**src/hdl/shc_defines.svh**
```systemverilog
// Offsets, reset values and timing counts for the hub config slave
`ifndef SHC_DEFINES_SVH
`define SHC_DEFINES_SVH

// ----------------------------------------
// Register indices (8-bit register address field)
// ----------------------------------------
`define SHC_REG_PORT_DIS_BUS 8'h0A
`define SHC_REG_MAXP_SELF 8'h0B
`define SHC_REG_MAXP_BUS 8'h0C
`define SHC_REG_CTRL_I_SELF 8'h0D
`define SHC_REG_CTRL_I_BUS 8'h0E
`define SHC_REG_PGOOD_DELAY 8'h0F
`define SHC_REG_DL_DONE 8'h1F

// ----------------------------------------
// Field layout and reset values
// ----------------------------------------
`define SHC_PORT_DIS_MASK 8'h0E
`define SHC_DL_DONE_BIT 0
`define SHC_RST_PORT_DIS 8'h00
`define SHC_RST_MAXP 8'h00
`define SHC_RST_CTRL_I 8'h32
`define SHC_RST_PGOOD 8'h00
`define SHC_UNIT_MA 2
`define SHC_UNIT_MS 2

// ----------------------------------------
// Strap and address values
// ----------------------------------------
`define SHC_SEL_SMBUS 2'b11
`define SHC_SLAVE_ADDR 7'h2C
`define SHC_BYTE_LAST 3'h7

`endif

```
**src/hdl/shc_pkg.sv**
```systemverilog
// Types shared by the hub config slave
package shc_pkg;

  // Slave engine states
  typedef enum logic [3:0] {
    SHC_IDLE = 4'b0000,
    SHC_ADDR = 4'b0001,
    SHC_ADDR_ACK = 4'b0010,
    SHC_REG = 4'b0011,
    SHC_REG_ACK = 4'b0100,
    SHC_DATA = 4'b0101,
    SHC_DATA_ACK = 4'b0110,
    SHC_STOP_WAIT = 4'b0111,
    SHC_TX = 4'b1000,
    SHC_IGNORE = 4'b1001
  } shc_state_t;

  // Configuration bytes as stored
  typedef struct packed {
    logic [7:0] port_disable_bus_powered;
    logic [7:0] max_power_self_powered;
    logic [7:0] max_power_bus_powered;
    logic [7:0] controller_current_self_powered;
    logic [7:0] controller_current_bus_powered;
    logic [7:0] port_power_good_delay;
  } shc_cfg_t;

  // Decoded physical values for the hub core
  typedef struct packed {
    logic [3:1] port_disabled;
    logic [8:0] max_power_self_ma;
    logic [8:0] max_power_bus_ma;
    logic [8:0] ctrl_current_self_ma;
    logic [8:0] ctrl_current_bus_ma;
    logic [8:0] power_good_delay_ms;
  } shc_cfg_phys_t;

endpackage

```
**src/hdl/shc_top.sv**
```systemverilog
// SMBus slave-only configuration byte store for a three-port hub
`timescale 1ns/1ps
`default_nettype none
`include "shc_defines.svh"

// Contract
// - Port-disable bits 3..1 disable ports 3..1
// - Self-powered max power in 2 mA units
// - Bus-powered max power in 2 mA units
// - Self controller current 2 mA, default 50
// - Bus controller current 2 mA, default 50
// - Power-good delay counted in 2 ms units
// - SMBus strap uses pins as slave, no EEPROM
// - Wait forever, attach only after download
// - Slave only; Write Byte and Read Byte
// - 7-bit address, 8-bit register, 8-bit data
// - Register field selects; data written or returned
// - Drive data line only in own fields
// - Write sequence, bytes MSB first
// - Read uses repeated start, host NACKs, stop
// - Bad protocol or address: no change, idle
// - Start then stop resets to idle
module shc_top
  import shc_pkg::*;
(
  // Clock and reset
  input wire logic i_core_clk,
  input wire logic i_rst_b,
  // Configuration strap pins
  input wire logic i_config_select_high,
  input wire logic i_config_select_low,
  // SMBus pins, open drain
  input wire logic i_smb_clk,
  input wire logic i_smb_dat,
  output logic o_smb_dat,
  output logic o_smb_dat_oe,
  // Hub core side
  output logic o_smbus_mode,
  output logic o_usb_attach_en,
  output shc_cfg_t o_cfg,
  output shc_cfg_phys_t o_cfg_phys
);

  // ----------------------------------------
  // Declarations
  // ----------------------------------------
  logic [1:0] scl_sync_ff;
  logic [1:0] sda_sync_ff;
  logic [1:0] sel_hi_sync_ff;
  logic [1:0] sel_lo_sync_ff;
  logic scl_prev_ff;
  logic sda_prev_ff;
  shc_state_t state_ff;
  logic [2:0] bit_cnt_ff;
  logic [7:0] shift_ff;
  logic [7:0] tx_ff;
  logic [7:0] reg_idx_ff;
  logic [7:0] wr_data_ff;
  logic reg_valid_ff;
  logic ack_hold_ff;
  logic oe_ff;
  logic done_ff;
  shc_cfg_t cfg_ff;
  logic scl_rise;
  logic scl_fall;
  logic start_det;
  logic stop_det;
  logic [7:0] byte_in;
  logic smbus_mode;

  // ----------------------------------------
  // Helpers
  // ----------------------------------------
  // Register index decode for the ack decision; the read mux decodes the index on its own
  function automatic logic idx_valid(input logic [7:0] idx);
    idx_valid = (idx >= `SHC_REG_PORT_DIS_BUS && idx <= `SHC_REG_PGOOD_DELAY) ||
                (idx == `SHC_REG_DL_DONE);
  endfunction

  function automatic logic [7:0] rd_mux(input logic [7:0] idx, input shc_cfg_t c,
                                        input logic dn);
    case (idx)
      `SHC_REG_PORT_DIS_BUS: rd_mux = c.port_disable_bus_powered & `SHC_PORT_DIS_MASK;
      `SHC_REG_MAXP_SELF: rd_mux = c.max_power_self_powered;
      `SHC_REG_MAXP_BUS: rd_mux = c.max_power_bus_powered;
      `SHC_REG_CTRL_I_SELF: rd_mux = c.controller_current_self_powered;
      `SHC_REG_CTRL_I_BUS: rd_mux = c.controller_current_bus_powered;
      `SHC_REG_PGOOD_DELAY: rd_mux = c.port_power_good_delay;
      `SHC_REG_DL_DONE: rd_mux = {7'h00, dn};
      default: rd_mux = 8'h00;
    endcase
  endfunction

  // Scale a byte by a small unit into a 9-bit quantity
  function automatic logic [8:0] scale2(input logic [7:0] v);
    scale2 = 9'(v) * 9'(`SHC_UNIT_MA);
  endfunction

  // ----------------------------------------
  // Pin synchronisers
  // ----------------------------------------
  // Two flops on every pin; only stage one feeds stage two
  always_ff @(posedge i_core_clk or negedge i_rst_b) begin
    if (!i_rst_b) begin
      scl_sync_ff <= 2'b11;
      sda_sync_ff <= 2'b11;
      sel_hi_sync_ff <= 2'b00;
      sel_lo_sync_ff <= 2'b00;
    end else begin
      scl_sync_ff <= {scl_sync_ff[0], i_smb_clk};
      sda_sync_ff <= {sda_sync_ff[0], i_smb_dat};
      sel_hi_sync_ff <= {sel_hi_sync_ff[0], i_config_select_high};
      sel_lo_sync_ff <= {sel_lo_sync_ff[0], i_config_select_low};
    end
  end

  // Previous synchronised levels for edge detection
  always_ff @(posedge i_core_clk or negedge i_rst_b) begin
    if (!i_rst_b) begin
      scl_prev_ff <= 1'b1;
      sda_prev_ff <= 1'b1;
    end else begin
      scl_prev_ff <= scl_sync_ff[1];
      sda_prev_ff <= sda_sync_ff[1];
    end
  end

  // Bus events; start/stop only while the clock line stays high
  assign scl_rise = scl_sync_ff[1] & ~scl_prev_ff;
  assign scl_fall = ~scl_sync_ff[1] & scl_prev_ff;
  assign start_det = scl_sync_ff[1] & scl_prev_ff & sda_prev_ff & ~sda_sync_ff[1];
  assign stop_det = scl_sync_ff[1] & scl_prev_ff & ~sda_prev_ff & sda_sync_ff[1];
  assign byte_in = {shift_ff[6:0], sda_sync_ff[1]};
  assign smbus_mode = ({sel_hi_sync_ff[1], sel_lo_sync_ff[1]} == `SHC_SEL_SMBUS);

  // ----------------------------------------
  // Slave protocol engine
  // ----------------------------------------
  // Never drives the clock line and never starts a transfer
  always_ff @(posedge i_core_clk or negedge i_rst_b) begin
    if (!i_rst_b) begin
      state_ff <= SHC_IDLE;
      bit_cnt_ff <= 3'h0;
      shift_ff <= 8'h00;
      tx_ff <= 8'h00;
      reg_idx_ff <= 8'h00;
      wr_data_ff <= 8'h00;
      reg_valid_ff <= 1'b0;
      ack_hold_ff <= 1'b0;
      oe_ff <= 1'b0;
    end else if (start_det) begin
      // Repeated start keeps the register index for a read
      state_ff <= smbus_mode ? SHC_ADDR : SHC_IGNORE;
      bit_cnt_ff <= 3'h0;
      ack_hold_ff <= 1'b0;
      oe_ff <= 1'b0;
    end else if (stop_det) begin
      state_ff <= SHC_IDLE;
      reg_valid_ff <= 1'b0;
      oe_ff <= 1'b0;
    end else if (scl_rise) begin
      // Ack clock must not push the R/W bit out before it is acted on
      shift_ff <= (state_ff == SHC_ADDR_ACK) ? shift_ff : byte_in;
      bit_cnt_ff <= bit_cnt_ff + 3'h1;
      case (state_ff)
        SHC_ADDR: begin
          if (bit_cnt_ff == `SHC_BYTE_LAST) begin
            // Own address only; read needs a register index first
            if (byte_in[7:1] != `SHC_SLAVE_ADDR) begin
              state_ff <= SHC_IGNORE;
            end else if (byte_in[0] && !reg_valid_ff) begin
              state_ff <= SHC_IGNORE;
            end else begin
              state_ff <= SHC_ADDR_ACK;
            end
          end
        end
        SHC_REG: begin
          if (bit_cnt_ff == `SHC_BYTE_LAST) begin
            reg_idx_ff <= byte_in;
            state_ff <= idx_valid(byte_in) ? SHC_REG_ACK : SHC_IGNORE;
          end
        end
        SHC_DATA: begin
          if (bit_cnt_ff == `SHC_BYTE_LAST) begin
            wr_data_ff <= byte_in;
            state_ff <= SHC_DATA_ACK;
          end
        end
        SHC_TX: begin
          tx_ff <= {tx_ff[6:0], 1'b0};
          if (bit_cnt_ff == `SHC_BYTE_LAST) begin
            state_ff <= SHC_IGNORE;
          end
        end
        // The stop's own clock rise lands here and must keep the commit
        default: begin
          state_ff <= state_ff;
        end
      endcase
    end else if (scl_fall) begin
      case (state_ff)
        SHC_ADDR_ACK, SHC_REG_ACK, SHC_DATA_ACK: begin
          if (!ack_hold_ff) begin
            ack_hold_ff <= 1'b1;
            oe_ff <= 1'b1;
          end else begin
            ack_hold_ff <= 1'b0;
            bit_cnt_ff <= 3'h0;
            oe_ff <= 1'b0;
            if (state_ff == SHC_ADDR_ACK && shift_ff[0]) begin
              tx_ff <= rd_mux(reg_idx_ff, cfg_ff, done_ff);
              oe_ff <= ~rd_mux(reg_idx_ff, cfg_ff, done_ff) >> 7 == 8'h01;
              state_ff <= SHC_TX;
            end else if (state_ff == SHC_ADDR_ACK) begin
              state_ff <= SHC_REG;
            end else if (state_ff == SHC_REG_ACK) begin
              reg_valid_ff <= 1'b1;
              state_ff <= SHC_DATA;
            end else begin
              state_ff <= SHC_STOP_WAIT;
            end
          end
        end
        SHC_TX: begin
          oe_ff <= ~tx_ff[7];
        end
        // A falling clock after the data ack means an extra byte began
        SHC_STOP_WAIT: begin
          state_ff <= SHC_IGNORE;
          oe_ff <= 1'b0;
        end
        default: begin
          oe_ff <= 1'b0;
        end
      endcase
    end
  end

  // ----------------------------------------
  // Configuration bytes
  // ----------------------------------------
  // Commit only on the stop that closes a full Write Byte
  always_ff @(posedge i_core_clk or negedge i_rst_b) begin
    if (!i_rst_b) begin
      cfg_ff.port_disable_bus_powered <= `SHC_RST_PORT_DIS;
      cfg_ff.max_power_self_powered <= `SHC_RST_MAXP;
      cfg_ff.max_power_bus_powered <= `SHC_RST_MAXP;
      cfg_ff.controller_current_self_powered <= `SHC_RST_CTRL_I;
      cfg_ff.controller_current_bus_powered <= `SHC_RST_CTRL_I;
      cfg_ff.port_power_good_delay <= `SHC_RST_PGOOD;
      done_ff <= 1'b0;
    end else if (stop_det && state_ff == SHC_STOP_WAIT) begin
      case (reg_idx_ff)
        `SHC_REG_PORT_DIS_BUS:
          cfg_ff.port_disable_bus_powered <= wr_data_ff & `SHC_PORT_DIS_MASK;
        `SHC_REG_MAXP_SELF: cfg_ff.max_power_self_powered <= wr_data_ff;
        `SHC_REG_MAXP_BUS: cfg_ff.max_power_bus_powered <= wr_data_ff;
        `SHC_REG_CTRL_I_SELF: cfg_ff.controller_current_self_powered <= wr_data_ff;
        `SHC_REG_CTRL_I_BUS: cfg_ff.controller_current_bus_powered <= wr_data_ff;
        `SHC_REG_PGOOD_DELAY: cfg_ff.port_power_good_delay <= wr_data_ff;
        // Done is sticky: once attached the hub never detaches here
        `SHC_REG_DL_DONE: done_ff <= done_ff | wr_data_ff[`SHC_DL_DONE_BIT];
        default: done_ff <= done_ff;
      endcase
    end
  end

  // ----------------------------------------
  // Outputs
  // ----------------------------------------
  // Pull low only; the wire level is resolved outside
  assign o_smb_dat = 1'b0;
  assign o_smb_dat_oe = oe_ff;
  assign o_smbus_mode = smbus_mode;
  // No time limit on the download; other modes attach at once
  assign o_usb_attach_en = smbus_mode ? done_ff : 1'b1;
  assign o_cfg = cfg_ff;

  // Physical values; self-powered limit of 50 is the host's duty
  assign o_cfg_phys.port_disabled = cfg_ff.port_disable_bus_powered[3:1];
  assign o_cfg_phys.max_power_self_ma = scale2(cfg_ff.max_power_self_powered);
  assign o_cfg_phys.max_power_bus_ma = scale2(cfg_ff.max_power_bus_powered);
  assign o_cfg_phys.ctrl_current_self_ma =
    scale2(cfg_ff.controller_current_self_powered);
  assign o_cfg_phys.ctrl_current_bus_ma =
    scale2(cfg_ff.controller_current_bus_powered);
  assign o_cfg_phys.power_good_delay_ms =
    9'(cfg_ff.port_power_good_delay) * 9'(`SHC_UNIT_MS);

endmodule // shc_top
`default_nettype wire

```
**config.mk**
```make
export PLATFORM = sky130hd
export DESIGN_NAME = shc_top
export DESIGN_NICKNAME = d
export VERILOG_FILES = /design/src/hdl/shc_pkg.sv /design/src/hdl/shc_top.sv
export VERILOG_INCLUDE_DIRS = /design/src /design/src/hdl
export SDC_FILE = /design/constraint.sdc
export NUM_CORES = 1
export LEC_CHECK = 0
export BUFFER_PORTS_ARGS = -buffer_cell sky130_fd_sc_hd__buf_4
export CAP_MARGIN = 20
export CORE_MARGIN = 8
export CORE_UTILIZATION = 50
export CTS_CLUSTER_DIAMETER = 40
export DETAILED_ROUTE_END_ITERATION = 16
export HOLD_SLACK_MARGIN = 0.02
export PLACE_DENSITY = 0.87
export SLEW_MARGIN = 25
export SYNTH_ARGS = -nofsm -noshare
export SYNTH_HDL_FRONTEND = slang
export SYNTH_SLANG_ARGS = --single-unit
```
**constraint.sdc**
```tcl
create_clock -name i_core_clk -period 2.11 [get_ports i_core_clk]
set_clock_uncertainty 0.1 [all_clocks]
set_input_delay 0.633 -clock i_core_clk [delete_from_list [all_inputs] [get_ports i_core_clk]]
set_output_delay 0.633 -clock i_core_clk [all_outputs]
set_load 0.005 [all_outputs]
```
======== Word-level counts from Yosys, hierarchy flattened ========
Index checks and enable logic that the tools add are counted.
cells by class
  multiplexer cells ....................... 56
  add/sub/neg operators ................... 1
  reduce and logical (&&, ||, !) cells .... 39
  order comparisons ....................... 2
  equal/unequal tests ..................... 32
  bitwise operators ....................... 17
operators by type and width
  cell                number
  $mux 8              9
  $mux 4              14
  $pmux 8 s7          1
  $eq 8x4->1 const B  6
  $ne 5x5->1 const B  5
  $mux 1              21
  $mux 3              7
  $reduce_bool 2->1   10
  $eq 4x3->1 const B  4
  $eq 8x5->1 const B  2
  $pmux 4 s4          1
  $reduce_and 2->1    8
  $reduce_and 8->1    2
  $reduce_and 4->1    3
  $reduce_bool 3->1   4
  $reduce_and 5->1    2
  $eq 4x2->1 const B  2
  $ge 8x4->1 const B  1
  $le 8x4->1 const B  1
  $not 1->1           8
  $not 8->8           1
  $pmux 4 s2          1
  $and 1x1->1         7
  $ne 7x1->1 const B  1
  19 further kinds    26
word-level totals
  bits in registers ....................... 95
  output and inout bits ................... 100
  bits of input ports ..................... 6

======== Depth between registers and ports, before layout ========
Gate-level depths: netlist of the first run.
  depth in word-level cells ............... 17
  gate-level depth with buffers ........... 9
  gate-level depth less buffers ........... 7

======== Least setup slack after synthesis of the first run ========
Ideal clock, no wire load.
  path type ............................... register to register
  start point ............................. register scl_sync_ff[1]
  end point ............................... register cfg_ff, in the netlist o_cfg[32]
  cell stages (with the launch flop) ...... 8
  path buffers ............................ 1
  required time ........................... 1.885 ns
  data arrival time ....................... 2.099 ns
  setup slack ............................. -0.214 ns
  cell sequence ........................... dfstp_2 ha_1 nand3b_2 nor3b_2 nand2_2 or3_1 buf_6 mux2_4
on the way
  longest elaborated chain between the ends .. 5
RTL lines
  element                     line            text
  from (decl)                 shc_top.sv:47   logic [1:0] scl_sync_ff;
  from (signal assigned)      shc_top.sv:110  scl_sync_ff <= {scl_sync_ff[0], i_smb_clk};
  $and 1x1->1 (3 in a row)    shc_top.sv:132  assign stop_det = scl_sync_ff[1] & scl_prev_ff & ~sda_prev_ff & sda_sync_ff[1];
  $logic_and 1x1->1           shc_top.sv:253  end else if (stop_det && state_ff == SHC_STOP_WAIT) begin
  $reduce_and 2->1 (no line)  n/a
  to (decl)                   shc_top.sv:63   shc_cfg_t cfg_ff;
Every way passes these cells.
A chain may end at the register's enable or synchronous reset.

======== Worst setup path after layout of the first run ========
  start point ............................. register scl_sync_ff[1]
  end point ............................... register cfg_ff, in the netlist o_cfg[16]
The elaborated chain is that of the path after synthesis.

==> results of run 1 <==
-- cell usage in the layout, fill, tap and decap left out, types with 4 or more instances in the layout --
cell type,instances
nor3_1,5
nor3b_1,4
mux2_2,42
nand4_1,5
o21ai_0,15
dfrtp_1,83
clkbuf_8,11
inv_1,10
conb_1,11
buf_6,7
and2_1,6
nand2_1,22
buf_4,141
o21ai_1,4
mux2_4,21
nand3b_1,4
nand3_1,5
dfstp_2,12
o22ai_1,6
nor2_1,20
a21oi_1,7
a22oi_1,4
mux2i_1,20
-- worst reg2reg max path, cell delays in order (launching register included) --
cell and delay [ns]:
dfstp_2 0.57, ha_4 0.15, nand3b_4 0.08, nor3b_4 0.23, buf_4 0.17, buf_4 0.10, nand4_1 0.18, buf_6 0.21
mux2_2 0.28
-- stage by stage --
| step | util | hold WS (ns) | instances | setup slack (ns) | cell area, µm² |
|---|---|---|---|---|---|
| detailed placement | 0.588 | 0.236 | 666 | -0.131 | 5970 |
| CTS | 0.619 | 0.256 | 687 | -0.106 | 6270 |
| global placement | 0.588 | 0.233 | 666 | -0.0891 | 5970 |
| finish | 0.625 | 0.254 | 685 | -0.0797 | 6330 |
| floorplan | - | 0.231 | 458 | -0.0859 | 5180 |
| global route | 0.625 | 0.250 | 685 | -0.117 | 6330 |
-- logic make-up (layout without fill, tap and decap cells) --
family                     Yosys count  count (layout)  synth area share
xor gates and xnor gates             2               2           0.00343
other                                1              11          0.000734
adders and majority gates            5               5            0.0122
buffers and inverters               86             177             0.109
DFF                                 95              95             0.468
AOI/OAI and AO/OA                   73              73            0.0977
and+or+nand+nor                    103             103             0.120
muxes                               83              83             0.190
-- power breakdown --
part	total, mW	switching (mW)	internal, mW
sequential	2.19	0.210	1.98
clock	1.29	0.669	0.616
combinational	0.838	0.426	0.412
total	4.31	1.31	3.00
-- metal layers --
metal / global-route usage / routed length, µm
met1: 0.269 / 5840
met2: 0.325 / 6540
met3: 0.0395 / 932
met4: 0.0802 / 320
met5: 0 / 0
-- flip-flops by register name, summed over array words and instances, names as in the netlist, 2 cells and up --
name / cells
o_cfg: 43
reg_idx_ff: 8
tx_ff: 8
wr_data_ff: 8
shift_ff: 7
state_ff: 4
bit_cnt_ff: 3
scl_sync_ff: 2
sda_sync_ff: 2
sel_hi_sync_ff: 2
sel_lo_sync_ff: 2
-- final cells by class --
class	count	share of cell area
Inverter	10	0.00593
Clock buffer	12	0.0245
Timing Repair Buffer	151	0.187
Sequential cell	95	0.378
Multi-Input combinational cell	277	0.369
Tap cell	136	0.0269
Clock inverter	4	0.00810
-- worst paths after layout --
kind	slack [ns]	cells past startpoint	startpoint	endpoint
hold / removal	0.25	0	sel_hi_sync_ff[0]	sel_hi_sync_ff[1]
setup / recovery	-0.08	8	scl_sync_ff[1]	o_cfg[16]
min in group asynchronous	0.56	2	i_rst_b	o_smb_dat_oe
hold reg to reg	0.25	0	sel_hi_sync_ff[0]	sel_hi_sync_ff[1]
max in group asynchronous	0.79	3	i_rst_b	o_cfg[12]
setup reg to reg	-0.08	8	scl_sync_ff[1]	o_cfg[16]
-- timing repair --
| action | CTS | global route |
|---|---|---|
| endpoints found under the setup margin | 39 | 79 |
| hold buffers | 1 | 0 |
| hold endpoints to repair | 1 | 0 |
| pin swaps | 5 | 4 |
| resized for setup | 16 | 18 |
| setup buffers | 4 | 0 |
==> key figures, run 1 <==
Global route
  – GRT Residual Overflow: 0
  – Global-route wire length before repair: 21300 µm
  – Initial antenna violation count: 0
  – Largest net degree at the start of global routing: 42
  – Number of global-route vias before repair: about 4000
  – Gr usage total: 0.204

Floorplan
  – IO Pins: 106
  – Die height: 117 µm
  – Core area: 10100 µm²
  – Die width: 117 µm
  – Starting density of the core: 0.504
  – FP Rows: 37
  – Die area: 13700 µm²

Layout
  – Share of layout cells above drive strength 1: 0.477
  – Layout Area Growth over Synthesis: 23.9%
  – Area of the multi-input gates: between 2000 and 2500 µm²
  – # fillers: 774
  – Register area: around 2400 µm²
  – Antenna Cells: 0
  – Final Net Count: 555

Detailed routing
  – Drt initial violations: 202
  – Total routed wirelength: 13600 µm
  – Post-DR vias/cell: 5.67
  – Avg WL per Cell: ~20 µm
  – Detail Route Antenna Nets: 0
  – Pre-antenna DRT Iters: 5
  – Vias: 3885
  – Drt drc: 0

Worst hold path
  – Hold WC Path Type: reg2reg

Clock network
  – CTS HTree Levels: 3
  – Clk sink count: 95
  – CTS buffer count: 9
  – Worst-path clk slew: 0.09 ns
  – CTS tree: built
  – Clock buffer depth: 2
  – Clk Tree Root Cell: clkbuf_8
  – Worst skew pair latency: about 0.38 ns

Power
  – Leak pwr: 3.04 nW
  – Pwr dens: between 600 and 700 nW/µm²
  – Max VDD drop: 0.485 mV
  – Final Power: ~4.3 mW

STA
  – Slew Limit Fails: 0
  – Actual slew at the worst max-slew pin: 0.612 ns
  – Rel. slew slack: 0.588
  – Final hold violations: 0
  – # setup viols final: 35
  – Tcrit/Tclk final: 1.04
  – Max Clk Rate: 457 MHz
  – RSZ-0062 raised after global routing: yes
  – Sum Neg Setup Slack: -1.30 ns
  – Period minus WS final: 2.19 ns
  – Setup slack after layout: -0.0797 ns

Logic synthesis
  – Synth top cells by count: dfrtp_1 (83), buf_4 (56), mux2_2 (47), nand2_1 (23)
  – Yosys cell types: 67
  – FF+latch count, synth: 95
  – Synthesized area: between 5000 and 6000 µm²
  – Top FF cell, synth: dfrtp_1
  – Synth top area share: 0.406
  – Main area contributors after synthesis: dfrtp_1 (41%), mux2_2 (10%), buf_4 (8.2%), dfstp_2 (6.2%), mux2_4 (4.7%)
  – YS warnings: 0
  – Seq/Total Area, Yosys: 0.468
  – Largest area contributor in the synthesized netlist: dfrtp_1
  – Synthesized area per cell: 11.4 µm²
  – Post-synth EDFFs: 0
  – Mapped Cells: roughly 450
  – Most frequent cell after synthesis: dfrtp_1
  – Async set or reset register ratio after synthesis: 1.00

Worst setup path
  – CP most frequent cell: buf_4
  – CP arrival: 2.34 ns
  – Critical path, cell by cell: ha_4 -> nand3b_4 -> nor3b_4 -> buf_4 -> buf_4 -> nand4_1 -> buf_6 -> mux2_2
  – Crit path max-delay family: flip-flops
  – Critical path type: reg2reg
  – CP max FO: 6
  – Worst setup SP type: flip-flop
  – Worst path required time: 2.26 ns
  – Buf+Inv Stages, Crit Path: 3
  – CP endpoint kind: flip-flop
  – Worst path max stage delay: approximately 0.57 ns
  – Slowest CP cell: dfstp_2

Place
  – Gpl congestion: slightly below 0.9
  – Buffers on Ports: 94
  – DPL Wire Length: 9960 µm

Outcome
  – Status: finished, violations left
  – Failing checks: setup timing

Run
  – Max-Cap Viols: 0
(Power assumes the default switching activity.)
==> inputs of run 2 (changes only) <==
--- a/config.mk
+++ b/config.mk
@@ -14,6 +14,7 @@
 export DETAILED_ROUTE_END_ITERATION = 16
 export HOLD_SLACK_MARGIN = 0.02
 export PLACE_DENSITY = 0.87
+export RECOVER_POWER = 50
 export SLEW_MARGIN = 25
 export SYNTH_ARGS = -nofsm -noshare
 export SYNTH_HDL_FRONTEND = slang
==> run 2 against run 1 <==
The flow still finishes with violations (setup timing). Non-clock buffer count stayed put. Largest cell class unchanged. Largest power group unchanged. Combinational power fell by 0.7%. Wire length about the same. Highest routed layer unchanged.
==> key figures, run 2 (synthesis results as in run 1) <==
Worst setup path
  – Critical path, cell by cell: ha_4 -> nand3b_4 -> nor3b_4 -> buf_4 -> buf_4 -> nand4_1 -> buf_6 -> mux2_2
  – Worst path required time: 2.26 ns (about the same)
  – Buf+Inv Stages, Crit Path: 3 (unchanged)
  – Crit path max-delay family: flip-flops
  – Critical path type: reg2reg
  – CP most frequent cell: buf_4
  – Worst setup SP type: flip-flop
  – CP arrival: 2.35 ns (about the same)
  – CP max FO: 6 (unchanged)
  – CP endpoint kind: flip-flop
  – Worst path max stage delay: 0.57 ns (about the same)
  – Slowest CP cell: dfstp_2

Layout
  – Share of layout cells above drive strength 1: 0.475 (-0.00182)
  – Max FFs per register: 43 (unchanged)
  – Most common cell after layout, fill and taps aside: buf_4
  – Antenna Cells: 0 (unchanged)
  – Fin cells: 685 (unchanged)
  – Commonest cells after routing, fill and taps aside: buf_4 (127), dfrtp_1 (83), mux2_2 (42)
  – Final Net Count: 555 (unchanged)
  – Layout Area Growth over Synthesis: 23.5%

Power
  – Clock power frac: 0.298 (about the same)
  – Sw frac: 0.303 (about the same)
  – Cell Int Power: 3.00 mW (-0.19%)
  – Leak pwr: 3.02 nW (-0.53%)
  – Max VDD drop: 0.484 mV (-0.23%)
  – Pwr dens: 682 nW/µm² (+0.16%)
  – Seq pwr share: 0.508 (about the same)
  – Sw power: 1.30 mW (-0.14%)
  – Combinational share of power: 0.193 (-0.002)

STA
  – Period minus WS final: 2.19 ns (+0.00124 ns)
  – Setup slack after layout: -0.0810 ns (-0.00124 ns)
  – Tcrit/Tclk final: 1.04 (about the same)
  – Rel. slew slack: 0.367 (-0.220)
  – # setup viols final: 36 (+2.9%)
  – RSZ-0062 raised after global routing: yes
  – Actual slew at the worst max-slew pin: 0.949 ns (+0.337 ns)
  – Slew Limit Fails: 0 (unchanged)
  – Final hold violations: 0 (unchanged)
  – Sum Neg Setup Slack: -1.31 ns (-0.0116 ns)
  – Max Clk Rate: 456 MHz (about the same)

Detailed routing
  – Drt initial violations: 208 (+3.0%)
  – Vias: 3883 (-0.051%)
  – Detail Route Antenna Nets: 0 (unchanged)
  – Avg WL per Cell: 19.9 µm (about the same)
  – Pre-antenna DRT Iters: 5 (unchanged)
  – Post-DR vias/cell: 5.67 (about the same)
  – Total routed wirelength: 13600 µm (about the same)
  – Drt drc: 0 (unchanged)

Outcome
  – Failing checks: setup timing
  – Status: finished, violations left

Clock network
  – Clk Tree Root Cell: clkbuf_8
  – CTS buffer count: 9 (unchanged)
  – Clk sink count: 95 (unchanged)
  – CTS tree: built
  – CTS HTree Levels: 3 (unchanged)
  – Worst skew pair latency: 0.38 ns (about the same)
  – Worst-path clk slew: 0.09 ns (about the same)
  – Clock buffer depth: 2 (unchanged)

Place
  – DPL Wire Length: 9960 µm (unchanged)
  – Gpl congestion: 0.866 (unchanged)
  – Buffers on Ports: 94 (unchanged)
  – Placed instance count: 666 (unchanged)
  – Worst setup slack after placement: -0.131 ns (unchanged)

Floorplan
  – FP Rows: 37 (unchanged)
  – Die area: 13700 µm² (unchanged)
  – Core area: 10100 µm² (unchanged)
  – Die width: 117 µm (unchanged)
  – IO Pins: 106 (unchanged)
  – Die height: 117 µm (unchanged)
  – Starting density of the core: 0.504 (unchanged)

Global route
  – Number of global-route vias before repair: 3904 (unchanged)
  – Largest net degree at the start of global routing: 42 (unchanged)
  – GRT Residual Overflow: 0 (unchanged)
  – Initial antenna violation count: 0 (unchanged)
  – Gr usage total: 0.204 (unchanged)
  – Global-route wire length before repair: 21300 µm (unchanged)

Run
  – Max-Cap Viols: 0 (unchanged)

Worst hold path
  – Hold WC Path Type: reg2reg
run 2: cell types whose count changed in the layout (fill, tap and decap cells not counted), sizes merged:
cell	change
buf	-14
clkbuf	+14
run 2: timing repair:
item / CTS / global route
endpoints found under the hold margin: 1 / 0
pin swaps: 5 / 4
cloned: 0 / 0
hold buffers: 1 / 0
gates resized for setup: 16 / 18
endpoints found under the setup margin: 39 / 79
buffers inserted: 4 / 0
run 2: layer usage:
layer	wire length (µm)	part of all wire	GRT usage
met1	5900	0.43	0.269
met4	303	0.022	0.0802
met5	0	0	0
met2	6540	0.48	0.325
met3	889	0.065	0.0395
run 2: per-stage QoR:
step | util | instance area (µm²) | hold slack, ns | total power, mW
3_5_place_dp | 0.588 | 5970 | 0.236 | 3.01
2_1_floorplan | - | 5180 | 0.231 | 2.65
4_1_cts | 0.619 | 6270 | 0.256 | 4.28
6_report | 0.623 | 6310 | 0.254 | 4.30
3_3_place_gp | 0.588 | 5970 | 0.233 | 3.00
5_1_grt | 0.623 | 6310 | 0.250 | 4.47
run 2: power groups by stage:
| stage | clock [mW] | combinational (mW) | sequential [mW] |
|---|---|---|---|
| 2_1_floorplan | 0 | 0.529 | 2.13 |
| 5_1_grt | 1.35 | 0.914 | 2.21 |
| 3_3_place_gp | 0 | 0.790 | 2.21 |
| 3_5_place_dp | 0 | 0.801 | 2.21 |
| 6_report | 1.28 | 0.832 | 2.19 |
| 4_1_cts | 1.29 | 0.806 | 2.18 |
run 2: path summary, 6_finish.rpt:
path	startpoint	to	slack (ns)	cells after the start
hold reg to reg	sel_hi_sync_ff[0]	sel_hi_sync_ff[1]	0.25	0
setup / recovery	scl_sync_ff[1]	o_cfg[16]	-0.08	8
min in group asynchronous	i_rst_b	o_smb_dat_oe	0.81	2
setup reg to reg	scl_sync_ff[1]	o_cfg[16]	-0.08	8
hold / removal	sel_hi_sync_ff[0]	sel_hi_sync_ff[1]	0.25	0
max in group asynchronous	i_rst_b	o_cfg[12]	0.17	3
run 2: cell type report:
type	count	area [µm²]
fill	778	3830
multi-input combinational	277	2340
inverter	10	37.5
tap	136	170
timing repair buffer	151	1170
clock buffer	12	155
sequential	95	2390
clock inverter	4	51.3
run 2: worst register-to-register path: stages, from the launching register on:
cell and delay (ns):
dfstp_2 0.57, ha_4 0.15, nand3b_4 0.08, nor3b_4 0.23, buf_4 0.17, buf_4 0.10, nand4_1 0.18, buf_6 0.21
mux2_2 0.28
